File: src/apc_defs.vh
// Purpose: constants for the audio PWM control register bank
// Assumes: byte-wide serial control access at sub-addresses
// Notes: multi-byte words are big-endian, first byte is bits 31:24
`ifndef APC_DEFS_VH
`define APC_DEFS_VH

// ----------------------------------------
// Sub-addresses
// ----------------------------------------
`define APC_ADDR_CLOCK 8'h00
`define APC_ADDR_STATUS 8'h01
`define APC_ADDR_SYSCTL1 8'h03
`define APC_ADDR_CH3VOL 8'hd7
`define APC_ADDR_CH4VOL 8'hd8
`define APC_ADDR_MASTERVOL 8'hd9
`define APC_ADDR_BASSSET 8'hda
`define APC_ADDR_BASSLVL 8'hdb
`define APC_ADDR_TREBSET 8'hdc
`define APC_ADDR_TREBLVL 8'hdd
`define APC_ADDR_AMSETUP 8'hde
`define APC_ADDR_SUPRANGE 8'hdf
`define APC_ADDR_GENCTL 8'he0
`define APC_ADDR_APPEND 8'hfe

// ----------------------------------------
// Field positions
// ----------------------------------------
`define APC_CLK_RATE_HI 7
`define APC_CLK_RATE_LO 5
`define APC_CLK_RATIO_HI 4
`define APC_CLK_RATIO_LO 2
`define APC_CLK_VALID_BIT 0
`define APC_RATIO_RESERVED 3'h7
`define APC_SYS_HPF_BIT 7
`define APC_SYS_HARD_BIT 4
`define APC_SYS_HIZ_BIT 3
`define APC_SYS_WRITABLE 8'h98
`define APC_STAT_CLIP_BIT 7
`define APC_STAT_BUSY_BIT 6
`define APC_GEN_TWOCH_BIT 0
`define APC_GEN_SUPVOL_BIT 1
`define APC_APPEND_MIN 3'h4

// ----------------------------------------
// Reset values
// ----------------------------------------
`define APC_RST_CLOCK 8'h6c
`define APC_RST_SYSCTL1 8'h00
`define APC_RST_VOL0DB 32'h00000048
`define APC_RST_MUTE 32'h000000f5
`define APC_RST_SET3 32'h00000003
`define APC_RST_LVL0DB 32'h00000012
`define APC_RST_AMSETUP 32'h00000000
`define APC_RST_SUPRANGE 32'h00000002
`define APC_RST_GENCTL 32'h00000000

`endif

File: src/apc_word_reg.v
// Purpose: one 32-bit word register loaded from an assembled write
// Assumes: load is a single-cycle strobe on clk
// Notes: reset value is a parameter
module apc_word_reg #(
    parameter [31:0] RESET_VALUE = 32'h00000000
) (
    input wire clk,
    input wire sys_rst,
    input wire load,
    input wire [31:0] loadData,
    output reg [31:0] value
);
    // Word storage
    always @(posedge clk or posedge sys_rst) begin
        if (sys_rst) begin
            value <= RESET_VALUE;
        end else if (load) begin
            value <= loadData;
        end
    end
endmodule

File: src/apc_clock_check.v
// Purpose: judge whether the programmed clock byte is usable
// Assumes: measured ratio code comes from logic on clk
// Notes: purely combinational
`include "apc_defs.vh"
module apc_clock_check (
    input wire [7:0] clockByte,
    input wire [2:0] measuredRate,
    input wire [2:0] measuredRatio,
    output wire settingsValid
);
    // Valid when ratio is not reserved and the settings match the detected clocks
    assign settingsValid = (clockByte[`APC_CLK_RATIO_HI:`APC_CLK_RATIO_LO] != `APC_RATIO_RESERVED) &&
        (clockByte[`APC_CLK_RATE_HI:`APC_CLK_RATE_LO] == measuredRate) &&
        (clockByte[`APC_CLK_RATIO_HI:`APC_CLK_RATIO_LO] == measuredRatio);
endmodule

File: src/apc_control_regs.v
// Purpose: control and status register bank of the four-channel audio PWM processor
// Assumes: a serial control front end delivers decoded byte strobes on clk
// Notes: multi-byte words commit after their fourth byte; append words go out on appendWord with an appendCoefficient pulse
`include "apc_defs.vh"

// Summary of operation
// - Clock byte bits 7:5 give sample rate, 32 to 192 kHz in order.
// - Clock byte bits 4:2 give MCLK ratio 64 to 768; code 7 reserved.
// - Clock byte bit 1 is ignored on write and reads zero.
// - Clock byte bit 0 is read-only, one when clock settings are valid.
// - Status byte: clip in bit 7, bank-switch busy in bit 6, ID below.
// - System control bits 6, 5, 2, 1, 0 ignored on write.
// - System control bit 7 enables the PWM high-pass filter.
// - System control bit 4 chooses hard or soft unmute after clock error.
// - One bass set and level for all channels; reset set 3, 0 dB.
// - One treble set and level for all channels; reset set 3, 0 dB.
// - AM interference mode resets disabled, sequence 1, 455 kHz, BCD.
// - Supply-volume range word resets to the 12 dB range.
// - General control selects channel mode and supply volume; reset four-channel, off.
module apc_control_regs #(
    parameter [5:0] PART_ID = 6'h2a // Arbitrary identification value
) (
    input wire clk,
    input wire sys_rst,
    input wire frameStart,
    input wire [7:0] subAddress,
    input wire writeStrobe,
    input wire [7:0] writeData,
    input wire frameStop,
    input wire readStrobe,
    output reg [7:0] readData,
    input wire clipDetect,
    input wire bankSwitchBusy,
    input wire [2:0] measuredRate,
    input wire [2:0] measuredRatio,
    input wire clockErrorRecover,
    output wire [2:0] sampleRateCode,
    output wire [2:0] mclkRatioCode,
    output wire clockSettingsValid,
    output wire highPassEnable,
    output wire hardUnmute,
    output wire unmuteRampEnable,
    output wire supplyCompensatedVolumeHizEnable,
    output wire [31:0] channel3Volume,
    output wire [31:0] channel4Volume,
    output wire [31:0] masterVolume,
    output wire [31:0] bassSetSelect,
    output wire [31:0] bassLevelIndex,
    output wire [31:0] trebleSetSelect,
    output wire [31:0] trebleLevelIndex,
    output wire [31:0] amInterferenceSetup,
    output wire [31:0] supplyVolumeRange,
    output wire [31:0] generalControl,
    output wire twoChannelMode,
    output wire supplyCompensatedVolumeEnable,
    output reg appendCoefficient,
    output reg [31:0] appendWord
);
    // ----------------------------------------
    // Local state
    // ----------------------------------------
    localparam WORD_IDLE = 3'h1;
    localparam WORD_FILL = 3'h2;
    localparam WORD_APPEND = 3'h4;

    reg [7:0] clockByte;
    reg [7:0] systemControl;
    reg [2:0] wordState;
    reg [2:0] next_wordState;
    reg [1:0] byteCount;
    reg [23:0] shiftBytes;
    reg [7:0] targetAddress;
    reg [7:0] lastWordAddress;
    reg [2:0] appendBytes;
    reg commitWord;
    reg [7:0] commitAddress;
    reg [31:0] commitData;
    reg [1:0] readIndex;
    reg [7:0] readAddress;
    wire settingsValid;
    wire [31:0] wordValue [0:10];
    wire [31:0] assembled;

    // True for the word-wide sub-addresses in the coefficient map
    function isWordAddr;
        input [7:0] a;
        begin
            isWordAddr = (a >= `APC_ADDR_CH3VOL) && (a <= `APC_ADDR_GENCTL);
        end
    endfunction

    // Index of a word register inside the local table
    function [3:0] wordIndex;
        input [7:0] a;
        reg [7:0] diff;
        begin
            diff = a - `APC_ADDR_CH3VOL;
            wordIndex = diff[3:0];
        end
    endfunction

    // Incoming byte joins below the bytes already collected, so words arrive MSB first
    assign assembled = {shiftBytes, writeData};

    // ----------------------------------------
    // Byte registers
    // ----------------------------------------
    // Clock byte keeps rate and ratio only; bit 1 dropped, bit 0 is computed
    always @(posedge clk or posedge sys_rst) begin
        if (sys_rst) begin
            clockByte <= `APC_RST_CLOCK;
        end else if (writeStrobe && wordState == WORD_IDLE && subAddress == `APC_ADDR_CLOCK) begin
            clockByte <= {writeData[`APC_CLK_RATE_HI:`APC_CLK_RATIO_LO], 2'h0};
        end
    end

    // Only bits 7, 4 and 3 of system control hold state
    always @(posedge clk or posedge sys_rst) begin
        if (sys_rst) begin
            systemControl <= `APC_RST_SYSCTL1;
        end else if (writeStrobe && wordState == WORD_IDLE && subAddress == `APC_ADDR_SYSCTL1) begin
            systemControl <= writeData & `APC_SYS_WRITABLE;
        end
    end

    apc_clock_check u_check (
        .clockByte(clockByte),
        .measuredRate(measuredRate),
        .measuredRatio(measuredRatio),
        .settingsValid(settingsValid)
    );

    assign sampleRateCode = clockByte[`APC_CLK_RATE_HI:`APC_CLK_RATE_LO];
    assign mclkRatioCode = clockByte[`APC_CLK_RATIO_HI:`APC_CLK_RATIO_LO];
    assign clockSettingsValid = settingsValid;
    assign highPassEnable = systemControl[`APC_SYS_HPF_BIT];
    assign hardUnmute = systemControl[`APC_SYS_HARD_BIT];
    // Ramp only during a clock-error recovery with soft unmute chosen
    assign unmuteRampEnable = clockErrorRecover & ~systemControl[`APC_SYS_HARD_BIT];
    assign supplyCompensatedVolumeHizEnable = systemControl[`APC_SYS_HIZ_BIT];

    // ----------------------------------------
    // Word assembly state machine
    // ----------------------------------------
    // A word address collects four bytes; the append address collects four-byte words for appendWord
    always @* begin
        next_wordState = wordState;
        case (wordState)
            WORD_IDLE: begin
                if (writeStrobe && isWordAddr(subAddress)) begin
                    next_wordState = WORD_FILL;
                end else if (writeStrobe && subAddress == `APC_ADDR_APPEND) begin
                    next_wordState = WORD_APPEND;
                end
            end
            WORD_FILL: begin
                if (frameStop || frameStart) begin
                    next_wordState = WORD_IDLE;
                end
            end
            WORD_APPEND: begin
                if (frameStop || frameStart) begin
                    next_wordState = WORD_IDLE;
                end
            end
            default: begin
                next_wordState = WORD_IDLE;
            end
        endcase
    end

    // Byte collection and commit strobe; a short word is dropped, never half-written
    always @(posedge clk or posedge sys_rst) begin
        if (sys_rst) begin
            wordState <= WORD_IDLE;
            byteCount <= 2'h0;
            shiftBytes <= 24'h000000;
            targetAddress <= 8'h00;
            lastWordAddress <= 8'h00;
            appendBytes <= 3'h0;
            commitWord <= 1'b0;
            commitAddress <= 8'h00;
            commitData <= 32'h00000000;
            appendCoefficient <= 1'b0;
            appendWord <= 32'h00000000;
        end else begin
            wordState <= next_wordState;
            commitWord <= 1'b0;
            appendCoefficient <= 1'b0;
            if (wordState == WORD_IDLE) begin
                byteCount <= 2'h0;
                appendBytes <= 3'h0;
                if (writeStrobe && isWordAddr(subAddress)) begin
                    targetAddress <= subAddress;
                    shiftBytes <= {16'h0000, writeData};
                    byteCount <= 2'h1;
                end else if (writeStrobe && subAddress == `APC_ADDR_APPEND) begin
                    shiftBytes <= {16'h0000, writeData};
                    byteCount <= 2'h1;
                    appendBytes <= 3'h1;
                end
            end else if (writeStrobe) begin
                byteCount <= byteCount + 2'h1;
                if (wordState == WORD_APPEND && appendBytes != `APC_APPEND_MIN) begin
                    appendBytes <= appendBytes + 3'h1;
                end
                if (byteCount == 2'h3) begin
                    // Fourth byte completes a word
                    if (wordState == WORD_FILL) begin
                        commitWord <= 1'b1;
                        commitAddress <= targetAddress;
                        commitData <= assembled;
                        lastWordAddress <= targetAddress;
                        // Subsequent words of the same write stream to the next address
                        targetAddress <= targetAddress + 8'h01;
                    end else begin
                        appendCoefficient <= 1'b1;
                        appendWord <= assembled;
                    end
                end else begin
                    shiftBytes <= assembled[23:0];
                end
            end
        end
    end

    // ----------------------------------------
    // Word registers
    // ----------------------------------------
    apc_word_reg #(.RESET_VALUE(`APC_RST_VOL0DB)) u_ch3 (
        .clk(clk), .sys_rst(sys_rst),
        .load(commitWord && commitAddress == `APC_ADDR_CH3VOL),
        .loadData(commitData), .value(channel3Volume)
    );
    apc_word_reg #(.RESET_VALUE(`APC_RST_VOL0DB)) u_ch4 (
        .clk(clk), .sys_rst(sys_rst),
        .load(commitWord && commitAddress == `APC_ADDR_CH4VOL),
        .loadData(commitData), .value(channel4Volume)
    );
    apc_word_reg #(.RESET_VALUE(`APC_RST_MUTE)) u_master (
        .clk(clk), .sys_rst(sys_rst),
        .load(commitWord && commitAddress == `APC_ADDR_MASTERVOL),
        .loadData(commitData), .value(masterVolume)
    );
    apc_word_reg #(.RESET_VALUE(`APC_RST_SET3)) u_bset (
        .clk(clk), .sys_rst(sys_rst),
        .load(commitWord && commitAddress == `APC_ADDR_BASSSET),
        .loadData(commitData), .value(bassSetSelect)
    );
    apc_word_reg #(.RESET_VALUE(`APC_RST_LVL0DB)) u_blvl (
        .clk(clk), .sys_rst(sys_rst),
        .load(commitWord && commitAddress == `APC_ADDR_BASSLVL),
        .loadData(commitData), .value(bassLevelIndex)
    );
    apc_word_reg #(.RESET_VALUE(`APC_RST_SET3)) u_tset (
        .clk(clk), .sys_rst(sys_rst),
        .load(commitWord && commitAddress == `APC_ADDR_TREBSET),
        .loadData(commitData), .value(trebleSetSelect)
    );
    apc_word_reg #(.RESET_VALUE(`APC_RST_LVL0DB)) u_tlvl (
        .clk(clk), .sys_rst(sys_rst),
        .load(commitWord && commitAddress == `APC_ADDR_TREBLVL),
        .loadData(commitData), .value(trebleLevelIndex)
    );
    apc_word_reg #(.RESET_VALUE(`APC_RST_AMSETUP)) u_am (
        .clk(clk), .sys_rst(sys_rst),
        .load(commitWord && commitAddress == `APC_ADDR_AMSETUP),
        .loadData(commitData), .value(amInterferenceSetup)
    );
    apc_word_reg #(.RESET_VALUE(`APC_RST_SUPRANGE)) u_range (
        .clk(clk), .sys_rst(sys_rst),
        .load(commitWord && commitAddress == `APC_ADDR_SUPRANGE),
        .loadData(commitData), .value(supplyVolumeRange)
    );
    apc_word_reg #(.RESET_VALUE(`APC_RST_GENCTL)) u_gen (
        .clk(clk), .sys_rst(sys_rst),
        .load(commitWord && commitAddress == `APC_ADDR_GENCTL),
        .loadData(commitData), .value(generalControl)
    );

    assign twoChannelMode = generalControl[`APC_GEN_TWOCH_BIT];
    assign supplyCompensatedVolumeEnable = generalControl[`APC_GEN_SUPVOL_BIT];

    // Read table in sub-address order; the spare entry keeps the index in range
    assign wordValue[0] = channel3Volume;
    assign wordValue[1] = channel4Volume;
    assign wordValue[2] = masterVolume;
    assign wordValue[3] = bassSetSelect;
    assign wordValue[4] = bassLevelIndex;
    assign wordValue[5] = trebleSetSelect;
    assign wordValue[6] = trebleLevelIndex;
    assign wordValue[7] = amInterferenceSetup;
    assign wordValue[8] = supplyVolumeRange;
    assign wordValue[9] = generalControl;
    assign wordValue[10] = 32'h00000000;

    // ----------------------------------------
    // Read path
    // ----------------------------------------
    // Reads of word registers return bytes MSB first; unmapped addresses read zero
    always @(posedge clk or posedge sys_rst) begin
        if (sys_rst) begin
            readData <= 8'h00;
            readIndex <= 2'h0;
            readAddress <= 8'h00;
        end else begin
            if (frameStart) begin
                readIndex <= 2'h0;
                readAddress <= subAddress;
            end else if (readStrobe) begin
                readIndex <= readIndex + 2'h1;
                case (readAddress)
                    `APC_ADDR_CLOCK: begin
                        readData <= {clockByte[7:1], settingsValid};
                    end
                    `APC_ADDR_STATUS: begin
                        readData <= {clipDetect, bankSwitchBusy, PART_ID};
                    end
                    `APC_ADDR_SYSCTL1: begin
                        readData <= systemControl;
                    end
                    default: begin
                        if (isWordAddr(readAddress)) begin
                            case (readIndex)
                                2'h0: readData <= wordValue[wordIndex(readAddress)][31:24];
                                2'h1: readData <= wordValue[wordIndex(readAddress)][23:16];
                                2'h2: readData <= wordValue[wordIndex(readAddress)][15:8];
                                default: readData <= wordValue[wordIndex(readAddress)][7:0];
                            endcase
                        end else begin
                            readData <= 8'h00;
                        end
                    end
                endcase
            end
        end
    end
endmodule

File: config.mk
export PLATFORM = sky130hd
export DESIGN_NAME = apc_control_regs
export DESIGN_NICKNAME = d
export VERILOG_FILES = /design/src/apc_word_reg.v /design/src/apc_clock_check.v /design/src/apc_control_regs.v
export VERILOG_INCLUDE_DIRS = /design/src
export SDC_FILE = /design/constraint.sdc
export NUM_CORES = 1
export LEC_CHECK = 0
export ABC_AREA = 1
export BUFFER_PORTS_ARGS = -buffer_cell sky130_fd_sc_hd__clkbuf_2
export CAP_MARGIN = 10
export CORE_MARGIN = 2
export CORE_UTILIZATION = 25
export DETAILED_ROUTE_END_ITERATION = 8
export PLACE_DENSITY = 0.56
export SLEW_MARGIN = 20
export SYNTH_ARGS = -nofsm -noshare
export SYNTH_HDL_FRONTEND = slang
export SYNTH_SLANG_ARGS = --single-unit
File: constraint.sdc
create_clock -name clk -period 15.6 [get_ports clk]
set_clock_uncertainty 0.2 [all_clocks]
set_input_delay 2.34 -clock clk [delete_from_list [all_inputs] [get_ports clk]]
set_output_delay 2.34 -clock clk [all_outputs]
set_load 0.005 [all_outputs]
## Word-level counts from Yosys, hierarchy flattened

Cells that the tools add are included.

- Add/subtract/negate cells: 4
- Bitwise operators: 6
- Reductions and logical operators: 34
- $lt $le $gt $ge: 5
- Equal/unequal tests: 27
- Muxes and demuxes: 34

Operators by type and width:

| cell | number |
|---|---|
| $bmux W32 S4 | 1 |
| $mux W24 | 5 |
| $eq A8 B8 Y1 const B | 11 |
| $mux W32 | 2 |
| $mux W8 | 6 |
| $pmux W8 S3 | 2 |
| $logic_and A1 B1 Y1 | 19 |
| $eq A8 B2 Y1 const B | 2 |
| $ge A8 B8 Y1 const B | 2 |
| $le A8 B8 Y1 const B | 2 |
| $logic_not A8 Y1 | 2 |
| $reduce_and A4 Y1 | 3 |
| $mux W1 | 10 |
| $mux W3 | 3 |
| $add A8 B1 Y8 const B | 1 |
| $eq A8 B1 Y1 const B | 1 |
| $mux W2 | 4 |
| $reduce_bool A2 Y1 | 4 |
| $eq A3 B3 Y1 | 2 |
| $pmux W3 S2 | 1 |
| $ge A5 B5 Y1 const B | 1 |
| $not A4 Y5 | 1 |
| $add A2 B1 Y2 const B | 2 |
| $eq A2 B2 Y1 const B | 2 |
| other kinds (16) | 21 |

- Output and inout port bits: 374
- Bits in registers: 458
- Bits of input ports: 31

## Depth between registers and ports, before layout

Gate-level depths: netlist of the first run.

- Word-level depth: 8
- Depth in mapped cells: 17
- Depth with buffers taken out: 13

## Hierarchy

A second synthesis of the first run with hierarchy kept.

- Cells, all modules: 2918
- Area, all modules: 22605.4 um^2

By module, submodules not included:

| module | seq. area each (um^2) | area an instance (um^2) | cells an instance | instances |
|---|---|---|---|---|
| apc_control_regs | 3459.6 | 9484.1 | 1513 | 1 |
| apc_word_reg at u_blvl ... | 803.3 | 1298.7 | 137 | 6 |
| apc_word_reg at u_am ... | 800.8 | 1296.2 | 137 | 2 |
| apc_word_reg at u_master | 808.3 | 1303.8 | 137 | 1 |
| apc_word_reg at u_range | 802.0 | 1297.5 | 137 | 1 |
| apc_clock_check | 0.0 | 135.1 | 35 | 1 |

## Least setup slack after synthesis of the first run

No wires, ideal clock.

- Path type: input -> output
- Start point: in measuredRatio[2]
- End point: out clockSettingsValid
- Slack: 10.260 ns
- Stages on the path: 3
- Arrival time: 2.800 ns
- Cell sequence: xnor2_1 > nand4_1 > nor3_1

- Word-level cells in the longest chain between the ends: 2

RTL lines:

| element | line | source |
|---|---|---|
| start, declared | apc_control_regs.v:35 | `input wire [2:0] measuredRatio,` |
| $eq A3 B3 Y1 | apc_clock_check.v:14 | `` (clockByte[`APC_CLK_RATIO_HI:`APC_CLK_RATIO_LO] == measuredRatio); `` |
| $logic_and A1 B1 Y1 | apc_clock_check.v:12 | `` assign settingsValid = (clockByte[`APC_CLK_RATIO_HI:`APC_CLK_RATIO_LO] != `APC_RATIO_RESERVED) && `` |
| end, declared | apc_control_regs.v:39 | `output wire clockSettingsValid,` |

Every way passes these cells.

## Worst setup path after layout of the first run

Ends and elaborated chain as after synthesis.

==> results_tabular.tex, run 1 <==
\begin{tabular}{lr}
\hline
Metric & Value \\
\hline
\multicolumn{2}{l}{\textbf{Yosys}} \\
\quad Synth warn & 0 \\
\quad Yosys cell types & 43 \\
\quad Biggest area consumer among synthesized cells & sky130\_fd\_sc\_hd\_\_dfrtp\_1 \\
\quad Number of synthesized flops with an enable pin & 0 \\
\quad Async set or reset register ratio after synthesis & 1.00 \\
\quad Mean Syn Cell Area & 8.02 um\^{}2 \\
\quad Fraction of synthesized cell area taken by the top area cell type & 0.519 \\
\quad Count of state elements after synthesis & 458 \\
\quad Number of standard cells after synthesis & 2,607 \\
\quad Cell types occupying the most area after synthesis & sky130\_fd\_sc\_hd\_\_dfrtp\_1 52\%, sky130\_fd\_sc\_hd\_\_nand2\_1 17\%, sky130\_fd\_sc\_hd\_\_o21ai\_0 11\% \\
\quad Nets in the synthesized netlist & 2,647 \\
\quad Dominant register cell in the synthesized netlist & sky130\_fd\_sc\_hd\_\_dfrtp\_1 \\
\quad Combined area of all synthesized cells & 0.0209 mm\^{}2 \\
\quad Sequential-to-total area share from yosys stat & 0.549 \\
\multicolumn{2}{l}{\textbf{Clock tree}} \\
\quad CTS-repair resized insts & 0 \\
\quad Buffers from clock root to sink, at most & 3 \\
\quad Number of buffers added by the clock tree synthesis step & 52 \\
\quad Clock latency on the worst-skew pair & 600 ps \\
\quad Hold buffer count at cts & 0 \\
\quad Root buf cell & sky130\_fd\_sc\_hd\_\_clkbuf\_16 \\
\quad Post-CTS setup buffers & 0 \\
\quad Clock tree from TritonCTS & done \\
\quad Number of sinks on the clock net & 458 \\
\quad Max H-tree Level & 2 \\
\quad CTS clock-pin slew for the worst setup and hold paths & 60 ps \\
\multicolumn{2}{l}{\textbf{Worst setup path}} \\
\quad FF-to-FF setup slack & 10,860 ps \\
\quad Endpoint of the most critical register-to-register path & readData[5] \\
\quad Signal arrival time at the worst endpoint & 3070 ps \\
\quad Worst R2R Path Depth & 13 \\
\quad CP delay by family, top & simple AND/OR/NAND/NOR gates \\
\quad Crit path max-delay cell type & sky130\_fd\_sc\_hd\_\_nor3\_1 \\
\quad Required time reported for the critical path endpoint & 13,060 ps \\
\quad Delay of the slowest cell on the worst path & 250 ps \\
\quad Destination of the critical timing path & clockSettingsValid \\
\quad Type of the worst setup path & in2out \\
\quad Worst Path Buf+Inv & 2 \\
\quad Most common cell type on the critical path & sky130\_fd\_sc\_hd\_\_clkbuf\_2 \\
\quad Critical Path Source & measuredRatio[2] \\
\quad Crit. path cell count & 5 \\
\quad Critical-path cell list & clkbuf\_2, xnor2\_1, nand4\_1, nor3\_1, clkbuf\_2 \\
\quad Critical Path Sink Type & output pin \\
\quad Kind of launch point of the worst setup path & primary input \\
\quad Maximum fanout encountered on the critical timing path & 2 \\
\quad RR Startpoint & readAddress[0] \\
\multicolumn{2}{l}{\textbf{Flow run}} \\
\quad Number of maximum-capacitance constraint violations & 0 \\
\multicolumn{2}{l}{\textbf{Die}} \\
\quad I/O Pins & 405 \\
\quad Die Span X & 293 um \\
\quad Total Die Area & 0.0860 mm\^{}2 \\
\quad Core region area & 0.0833 mm\^{}2 \\
\quad Die outline height & 293 um \\
\quad Starting density of the core & 0.251 \\
\quad FP Rows & 106 \\
\multicolumn{2}{l}{\textbf{STA}} \\
\quad Final Hold Violating Endpoints & 0 \\
\quad Crit path time final & 5610 ps \\
\quad Setup repair after global routing missed its margin & false \\
\quad Max-slew violations & 0 \\
\quad Total Neg Setup Slack & 0 ps \\
\quad Transition time at the pin with the least slew margin & 980 ps \\
\quad Tightest slew margin relative to the limit & 0.347 \\
\quad Timing-limited maximum frequency & 0.178 GHz \\
\quad Setup violations, final & 0 \\
\quad Portion of the clock cycle consumed by the worst path in the final layout & 0.360 \\
\quad Worst slack on hold paths & 272 ps \\
\quad Least setup slack across all paths after layout & 9990 ps \\
\multicolumn{2}{l}{\textbf{Status}} \\
\quad Outcome & finished clean \\
\multicolumn{2}{l}{\textbf{Global route}} \\
\quad Maximum number of pins on one net before global-route repair & 164 \\
\quad Vias in the first global route & 17,506 \\
\quad Initial antenna violation count & 1 \\
\quad Remaining global-route overflow & 0 \\
\quad Total track usage & 0.195 \\
\quad Global-route wire length before repair & 124,000 um \\
\multicolumn{2}{l}{\textbf{Routing}} \\
\quad Detailed-route DRC error count & 0 \\
\quad Number of routed nets with antenna violations & 0 \\
\quad Post-DR wirelength/cell & 21.2 um \\
\quad Total iterations of the first detailed-routing run & 5 \\
\quad Per-cell via count in the routed design & 4.62 \\
\quad Drt total wl & 85,400 um \\
\quad Iter 0 DRT Violations & 1,483 \\
\quad Total via count after detailed routing & 18,651 \\
\multicolumn{2}{l}{\textbf{Worst hold path}} \\
\quad Worst hold path class & reg2reg \\
\multicolumn{2}{l}{\textbf{Placed design}} \\
\quad Routability cong. & 0.842 \\
\quad Worst Setup Slack post-DPL & 10000 ps \\
\quad PortBufs & 404 \\
\quad Total half-perimeter wirelength after legalization and detailed placement & 61,200 um \\
\quad Area of placed instances & 0.0237 mm\^{}2 \\
\multicolumn{2}{l}{\textbf{Final layout}} \\
\quad Net count, final & 2,951 \\
\quad Antenna fix cells & 0 \\
\quad Post-Layout Inst Area & 0.0255 mm\^{}2 \\
\quad Share of post-route cells with drive strength above 1 & 0.197 \\
\quad P\&R area growth vs syn & 21.8\% \\
\multicolumn{2}{l}{\textbf{Pwr}} \\
\quad Overall power consumption & 3190 uW \\
\quad Max rail drop VDD & 0.0624 mV \\
\quad Static Leakage & 0.0127 uW \\
\quad PD cells & 125 mW/mm\^{}2 \\
\hline
\end{tabular}
==> synth_stat cells, types with 2 or more instances <==
master	instances
sky130_fd_sc_hd__dfstp_2	24
sky130_fd_sc_hd__ha_1	9
sky130_fd_sc_hd__nand2_2	3
sky130_fd_sc_hd__a21oi_1	37
sky130_fd_sc_hd__o211ai_1	7
sky130_fd_sc_hd__clkbuf_1	124
sky130_fd_sc_hd__nor4_1	3
sky130_fd_sc_hd__a221oi_1	3
sky130_fd_sc_hd__buf_6	7
sky130_fd_sc_hd__or2_2	5
sky130_fd_sc_hd__xnor2_1	4
sky130_fd_sc_hd__buf_2	34
sky130_fd_sc_hd__buf_4	14
sky130_fd_sc_hd__xor2_1	3
sky130_fd_sc_hd__o21ai_1	10
sky130_fd_sc_hd__nor2_1	126
sky130_fd_sc_hd__nand2_1	946
sky130_fd_sc_hd__nand3_1	155
sky130_fd_sc_hd__buf_1	2
sky130_fd_sc_hd__dfrtp_1	434
sky130_fd_sc_hd__nand4_1	8
sky130_fd_sc_hd__inv_2	6
sky130_fd_sc_hd__nor3_1	9
sky130_fd_sc_hd__o21ai_0	460
sky130_fd_sc_hd__nor3_2	3
sky130_fd_sc_hd__a21oi_2	5
sky130_fd_sc_hd__inv_1	149
sky130_fd_sc_hd__nand3_2	2
==> logic make-up after synthesis <==
logic type                 after synthesis  share of synthesized area
xor gates and xnor gates                 9                    0.00503
buffers and inverters                  338                     0.0682
adders and majority gates                9                    0.00538
and+or+nand+nor                       1266                      0.243
AOI/OAI and AO/OA                      527                      0.129
DFF                                    458                      0.549
==> cell type report <==
type / instances / area (um^2)
fill: 8903 / 57800
inverter: 156 / 596
tap: 1080 / 1350
timing repair buffer: 432 / 2240
sequential: 458 / 11500
multi-input combinational: 1811 / 8050
clock inverter: 18 / 213
clock buffer: 79 / 1530
==> sequential cells by signal (all words and copies together) (netlist names), 8 cells and up <==
name            cells
appendWord         32
commitAddress       8
commitData         32
readAddress         8
readData            8
shiftBytes         24
targetAddress       8
u_am.value         32
u_blvl.value       32
u_bset.value       32
u_ch3.value        32
u_ch4.value        32
u_gen.value        32
u_master.value     32
u_range.value      32
u_tlvl.value       32
u_tset.value       32
==> power breakdown <==
part | total, uW | switching (uW) | internal [uW]
Combinational | 541 | 398 | 143
Clock | 1270 | 523 | 743
Sequential | 1380 | 89.3 | 1290
==> layout by cell type, fill, tap and decap left out, drive strengths merged, types with 11 or more instances in the layout <==
cell type | Yosys | final
a21oi | 42 | 42
buf | 57 | 28
clkbuf | 125 | 483
clkinv | 1 | 11
dfrtp | 434 | 434
dfstp | 24 | 24
inv | 155 | 156
nand2 | 949 | 949
nand3 | 157 | 157
nor2 | 128 | 128
nor3 | 13 | 13
o21ai | 470 | 470
==> worst reg2reg max path, cell delays in order, from the launching register on <==
cell                      delay, ps
sky130_fd_sc_hd__dfrtp_4        690
sky130_fd_sc_hd__inv_4          770
sky130_fd_sc_hd__ha_2           570
sky130_fd_sc_hd__inv_2          550
sky130_fd_sc_hd__buf_4          650
sky130_fd_sc_hd__nor2_1         160
sky130_fd_sc_hd__nand2_1         80
sky130_fd_sc_hd__nand2_1         50
sky130_fd_sc_hd__nand2_1         80
sky130_fd_sc_hd__nand2_1        160
sky130_fd_sc_hd__a21oi_1        170
sky130_fd_sc_hd__nand3_1        250
sky130_fd_sc_hd__nand2_1        190
sky130_fd_sc_hd__a21oi_2         60
==> how the worst min path moves through the flow <==
stage	start	end	cells past startpoint
final	appendWord[20]	appendWord[20]	2
after global routing	appendWord[22]	appendWord[22]	2
after CTS	appendWord[20]	appendWord[20]	2
after detailed placement	appendWord[20]	appendWord[20]	2
after global placement	appendWord[10]	appendWord[10]	2
after floorplan	commitAddress[6]	commitAddress[6]	2
==> metal layers <==
layer | wire [um] | vias up | share of wire | global-route usage
met2 | 38700 | 652 | 0.45 | 0.302
met1 | 38000 | 8928 | 0.45 | 0.272
met5 | 0 | - | 0 | 0
met3 | 6610 | 97 | 0.077 | 0.0471
li1 | - | 8974 | - | -
met4 | 2020 | 0 | 0.024 | 0.0475
==> per-stage QoR <==
step,instances,utilization
after floorplan,2607,-
after global placement,3937,0.285
after detailed placement,3937,0.285
after CTS,4034,0.306
after global routing,4034,0.306
final,4034,0.306
(Power assumes the default switching activity.)
==> inputs of run 2 (changes only) <==
--- a/config.mk
+++ b/config.mk
@@ -6,13 +6,13 @@
 export SDC_FILE = /design/constraint.sdc
 export NUM_CORES = 1
 export LEC_CHECK = 0
-export ABC_AREA = 1
+export ABC_AREA = 0
 export BUFFER_PORTS_ARGS = -buffer_cell sky130_fd_sc_hd__clkbuf_2
 export CAP_MARGIN = 10
 export CORE_MARGIN = 2
 export CORE_UTILIZATION = 25
 export DETAILED_ROUTE_END_ITERATION = 8
-export PLACE_DENSITY = 0.56
+export PLACE_DENSITY = 0.54
 export SLEW_MARGIN = 20
 export SYNTH_ARGS = -nofsm -noshare
 export SYNTH_HDL_FRONTEND = slang
==> constraint.sdc (replaced) <==
create_clock -name clk -period 5.3 [get_ports clk]
set_clock_uncertainty 0.2 [all_clocks]
set_input_delay 0.795 -clock clk [delete_from_list [all_inputs] [get_ports clk]]
set_output_delay 0.795 -clock clk [all_outputs]
set_load 0.005 [all_outputs]
==> run 2 against run 1 <==
  * Hold slack got worse by 170 ps
  * Flip-flop and latch count unchanged
  * Combinational power decreased by 2%
  * Critical endpoint is now readData[4]
  * Wire length decreased by 4.9%
  * Highest routed layer is now met5
  * Largest cell class unchanged
  * Register-to-register slack got worse by 9600 ps
==> results_tabular.tex, run 2 <==
\begin{tabular}{lr}
\hline
Metric & Value \\
\hline
\multicolumn{2}{l}{\textbf{STA}} \\
\quad Setup violations, final & 0 (unchanged) \\
\quad Max-slew violations & 0 (unchanged) \\
\quad Tightest slew margin relative to the limit & 0.214 (-0.133) \\
\quad Total Neg Setup Slack & 0 ps (unchanged) \\
\quad Final Hold Violating Endpoints & 0 (unchanged) \\
\quad Portion of the clock cycle consumed by the worst path in the final layout & 0.760 \\
\quad Worst slack on hold paths & 101 ps (-172 ps) \\
\quad Least setup slack across all paths after layout & 1270 ps (-8710 ps) \\
\quad Timing-limited maximum frequency & 0.248 GHz \\
\quad Setup repair after global routing missed its margin & false \\
\quad Crit path time final & 4030 ps \\
\quad Transition time at the pin with the least slew margin & 1160 ps (+184 ps) \\
\multicolumn{2}{l}{\textbf{Die}} \\
\quad Die outline height & 292 um (-0.59\%) \\
\quad Die Span X & 292 um (-0.59\%) \\
\quad Core region area & 0.0820 mm\^{}2 (-1.6\%) \\
\quad FP Rows & 105 (-0.94\%) \\
\quad Total Die Area & 0.0850 mm\^{}2 (-1.2\%) \\
\quad Starting density of the core & 0.252 (+0.000995) \\
\quad I/O Pins & 405 (unchanged) \\
\multicolumn{2}{l}{\textbf{Placed design}} \\
\quad Routability cong. & 0.848 (+0.74\%) \\
\quad Total half-perimeter wirelength after legalization and detailed placement & 60,500 um (-1.3\%) \\
\quad PortBufs & 404 (unchanged) \\
\quad Worst Setup Slack post-DPL & 1210 ps (-8790 ps) \\
\multicolumn{2}{l}{\textbf{Worst setup path}} \\
\quad Critical Path Sink Type & flop \\
\quad Delay of the slowest cell on the worst path & 1030 ps (+780 ps) \\
\quad Crit path max-delay cell type & sky130\_fd\_sc\_hd\_\_o41ai\_1 \\
\quad Type of the worst setup path & reg2reg \\
\quad FF-to-FF setup slack & 1270 ps (-9590 ps) \\
\quad Destination of the critical timing path & readData[4] \\
\quad Endpoint of the most critical register-to-register path & readData[4] \\
\quad Worst R2R Path Depth & 7 (-6) \\
\quad Maximum fanout encountered on the critical timing path & 49 (+47) \\
\quad Signal arrival time at the worst endpoint & 4270 ps (+1200 ps) \\
\quad RR Startpoint & readAddress[0] \\
\quad Critical-path cell list & inv\_2, ha\_4, mux4\_2, a22oi\_1, nor2\_1, o41ai\_1, o21ai\_1 \\
\quad Kind of launch point of the worst setup path & flop \\
\quad Critical Path Source & readAddress[0] \\
\quad Required time reported for the critical path endpoint & 5540 ps (-7520 ps) \\
\multicolumn{2}{l}{\textbf{Yosys}} \\
\quad Dominant register cell in the synthesized netlist & sky130\_fd\_sc\_hd\_\_dfrtp\_1 \\
\quad Count of state elements after synthesis & 458 (unchanged) \\
\quad Sequential-to-total area share from yosys stat & 0.556 (+0.00659) \\
\quad Combined area of all synthesized cells & 0.0207 mm\^{}2 (-1.2\%) \\
\quad Async set or reset register ratio after synthesis & 1.00 (unchanged) \\
\quad Yosys cell types & 68 (+58\%) \\
\quad Top post-synthesis cells by count & 434 x sky130\_fd\_sc\_hd\_\_dfrtp\_1, 273 x sky130\_fd\_sc\_hd\_\_mux2\_1, 184 x sky130\_fd\_sc\_hd\_\_nand2\_1 \\
\quad Biggest area consumer among synthesized cells & sky130\_fd\_sc\_hd\_\_dfrtp\_1 \\
\quad Synth warn & 0 (unchanged) \\
\quad Most frequent cell after synthesis & sky130\_fd\_sc\_hd\_\_dfrtp\_1 \\
\quad Cell types occupying the most area after synthesis & sky130\_fd\_sc\_hd\_\_dfrtp\_1 53\%, sky130\_fd\_sc\_hd\_\_mux2\_1 15\%, sky130\_fd\_sc\_hd\_\_mux2\_2 6.5\% \\
\quad Number of synthesized flops with an enable pin & 0 (unchanged) \\
\quad Mean Syn Cell Area & 13.4 um\^{}2 (+67\%) \\
\quad Nets in the synthesized netlist & 1,579 (-40\%) \\
\quad Fraction of synthesized cell area taken by the top area cell type & 0.525 (+0.00622) \\
\quad Number of standard cells after synthesis & 1,539 (-41\%) \\
\multicolumn{2}{l}{\textbf{Final layout}} \\
\quad Fill cell count & 8,306 (-6.7\%) \\
\quad Multi-input combinational cell area & 0.00864 mm\^{}2 (+7.3\%) \\
\quad Commonest non-fill, non-tap cell in the layout & sky130\_fd\_sc\_hd\_\_dfrtp\_1 \\
\quad P\&R area growth vs syn & 23.7\% \\
\quad Highest-count cells in the layout ignoring fill and taps & 433 x sky130\_fd\_sc\_hd\_\_dfrtp\_1, 404 x sky130\_fd\_sc\_hd\_\_clkbuf\_2, 273 x sky130\_fd\_sc\_hd\_\_mux2\_1, 182 x sky130\_fd\_sc\_hd\_\_nand2\_1, 119 x sky130\_fd\_sc\_hd\_\_mux2\_2 \\
\quad Share of post-route cells with drive strength above 1 & 0.381 (+0.184) \\
\quad Net count, final & 1,938 (-34\%) \\
\quad Seq. cell area & 0.0115 mm\^{}2 (unchanged) \\
\multicolumn{2}{l}{\textbf{Worst hold path}} \\
\quad Worst hold path class & in2async \\
\multicolumn{2}{l}{\textbf{Global route}} \\
\quad Vias in the first global route & 15,134 (-14\%) \\
\quad Initial antenna violation count & 4 (+3) \\
\quad Total track usage & 0.188 (-0.00712) \\
\quad Global-route wire length before repair & 116,000 um (-6.7\%) \\
\quad Remaining global-route overflow & 0 (unchanged) \\
\quad Maximum number of pins on one net before global-route repair & 97 (-41\%) \\
\multicolumn{2}{l}{\textbf{Clock tree}} \\
\quad CTS-repair resized insts & 0 (unchanged) \\
\quad Number of buffers added by the clock tree synthesis step & 50 (-3.8\%) \\
\quad Clock latency on the worst-skew pair & 610 ps (about the same) \\
\quad Max H-tree Level & 2 (unchanged) \\
\quad Post-CTS setup buffers & 0 (unchanged) \\
\quad Buffers from clock root to sink, at most & 3 (unchanged) \\
\quad Root buf cell & sky130\_fd\_sc\_hd\_\_clkbuf\_16 \\
\quad Hold buffer count at cts & 0 (unchanged) \\
\quad Clock tree from TritonCTS & done \\
\quad CTS clock-pin slew for the worst setup and hold paths & 60 ps (about the same) \\
\quad Number of sinks on the clock net & 458 (unchanged) \\
\multicolumn{2}{l}{\textbf{Routing}} \\
\quad Iter 0 DRT Violations & 1,131 (-24\%) \\
\quad Number of routed nets with antenna violations & 0 (unchanged) \\
\quad Per-cell via count in the routed design & 4.86 (+5.2\%) \\
\quad Post-DR wirelength/cell & 26.9 um (+27\%) \\
\quad Drt total wl & 81,200 um (-4.9\%) \\
\quad Total via count after detailed routing & 14,661 (-21\%) \\
\quad Detailed-route DRC error count & 0 (unchanged) \\
\quad Total iterations of the first detailed-routing run & 5 (unchanged) \\
\multicolumn{2}{l}{\textbf{Pwr}} \\
\quad Logic pwr share & 0.067 (-0.103) \\
\quad Power Internal & 5910 uW (+170\%) \\
\quad Net Sw Power & 2030 uW (+100\%) \\
\quad Reg power frac & 0.470 (+0.036) \\
\quad Relative contribution of the clock network to total power & 0.463 (+0.066) \\
\quad PD cells & 310 mW/mm\^{}2 (+150\%) \\
\quad Max rail drop VDD & 0.270 mV (+330\%) \\
\quad Static Leakage & 0.0131 uW (+3.2\%) \\
\quad Share of total power consumed by net switching & 0.256 (-0.0607) \\
\multicolumn{2}{l}{\textbf{Flow run}} \\
\quad Number of maximum-capacitance constraint violations & 0 (unchanged) \\
\multicolumn{2}{l}{\textbf{Status}} \\
\quad Outcome & finished clean \\
\hline
\end{tabular}
## run 2: cell families after synthesis
| group | after synthesis | share of synthesized area |
|---|---|---|
| multiplexers | 482 | 0.291 |
| adder cells (fa/ha/maj) | 9 | 0.00545 |
| buffers and inverters | 139 | 0.0294 |
| flip-flops | 458 | 0.556 |
| AND/OR/NAND/NOR | 289 | 0.0627 |
| XOR/XNOR | 13 | 0.00587 |
| AO/OA/AOI/OAI | 149 | 0.0495 |
## run 2: layout make-up
cell class | instances | share of cell area
antenna | 5 | 0.000489
clock buffer | 77 | 0.0584
clock inverter | 17 | 0.00964
inverter | 12 | 0.00191
multi-input combinational | 942 | 0.338
sequential | 458 | 0.449
tap | 1070 | 0.0523
timing repair buffer | 434 | 0.0898
## run 2: metal layers
metal,track usage,part of all wire
met1,0.237,0.41
met2,0.319,0.50
met3,0.0476,0.066
met4,0.0471,0.023
met5,0,0.00050
## run 2: worst max-delay path, delay by kind of cell (launching register included)
family / cells / cell delay, ps
AO/OA/AOI/OAI: 3 / 1480
buffers and inverters: 1 / 140
multiplexers: 1 / 420
AND/OR/NAND/NOR: 1 / 80
adder cells (fa/ha/maj): 1 / 810
flip-flops: 1 / 630
## run 2: per-stage QoR
| step | total power [uW] | std cells | util | instance area (um^2) |
|---|---|---|---|---|
| after floorplan | 4060 | 1539 | - | 20700 |
| after global placement | 4320 | 2916 | 0.290 | 23800 |
| after detailed placement | 4330 | 2916 | 0.291 | 23800 |
| after CTS | 8050 | 3010 | 0.312 | 25600 |
| after global routing | 8230 | 3010 | 0.312 | 25600 |
| final | 7940 | 3015 | 0.312 | 25600 |
## run 2: power by group through the flow
stage | Sequential (uW) | Combinational [uW] | Clock, uW
2_1_floorplan | 3700 | 355 | 0
3_3_place_gp | 3790 | 528 | 0
3_5_place_dp | 3790 | 541 | 0
4_1_cts | 3730 | 542 | 3770
5_1_grt | 3740 | 580 | 3910
6_report | 3730 | 532 | 3680
## run 2: worst min-delay path by stage
| stage | end | slack, ps | cells past startpoint |
|---|---|---|---|
| 6_report | u_tset.value[21] | 100 | 2 |
| 5_1_grt | u_tset.value[21] | 130 | 2 |
| 4_1_cts | u_tset.value[21] | 90 | 2 |
| 3_5_place_dp | appendWord[18] | 260 | 2 |
| 3_3_place_gp | appendWord[11] | 260 | 2 |
| 2_1_floorplan | targetAddress[7] | 240 | 1 |
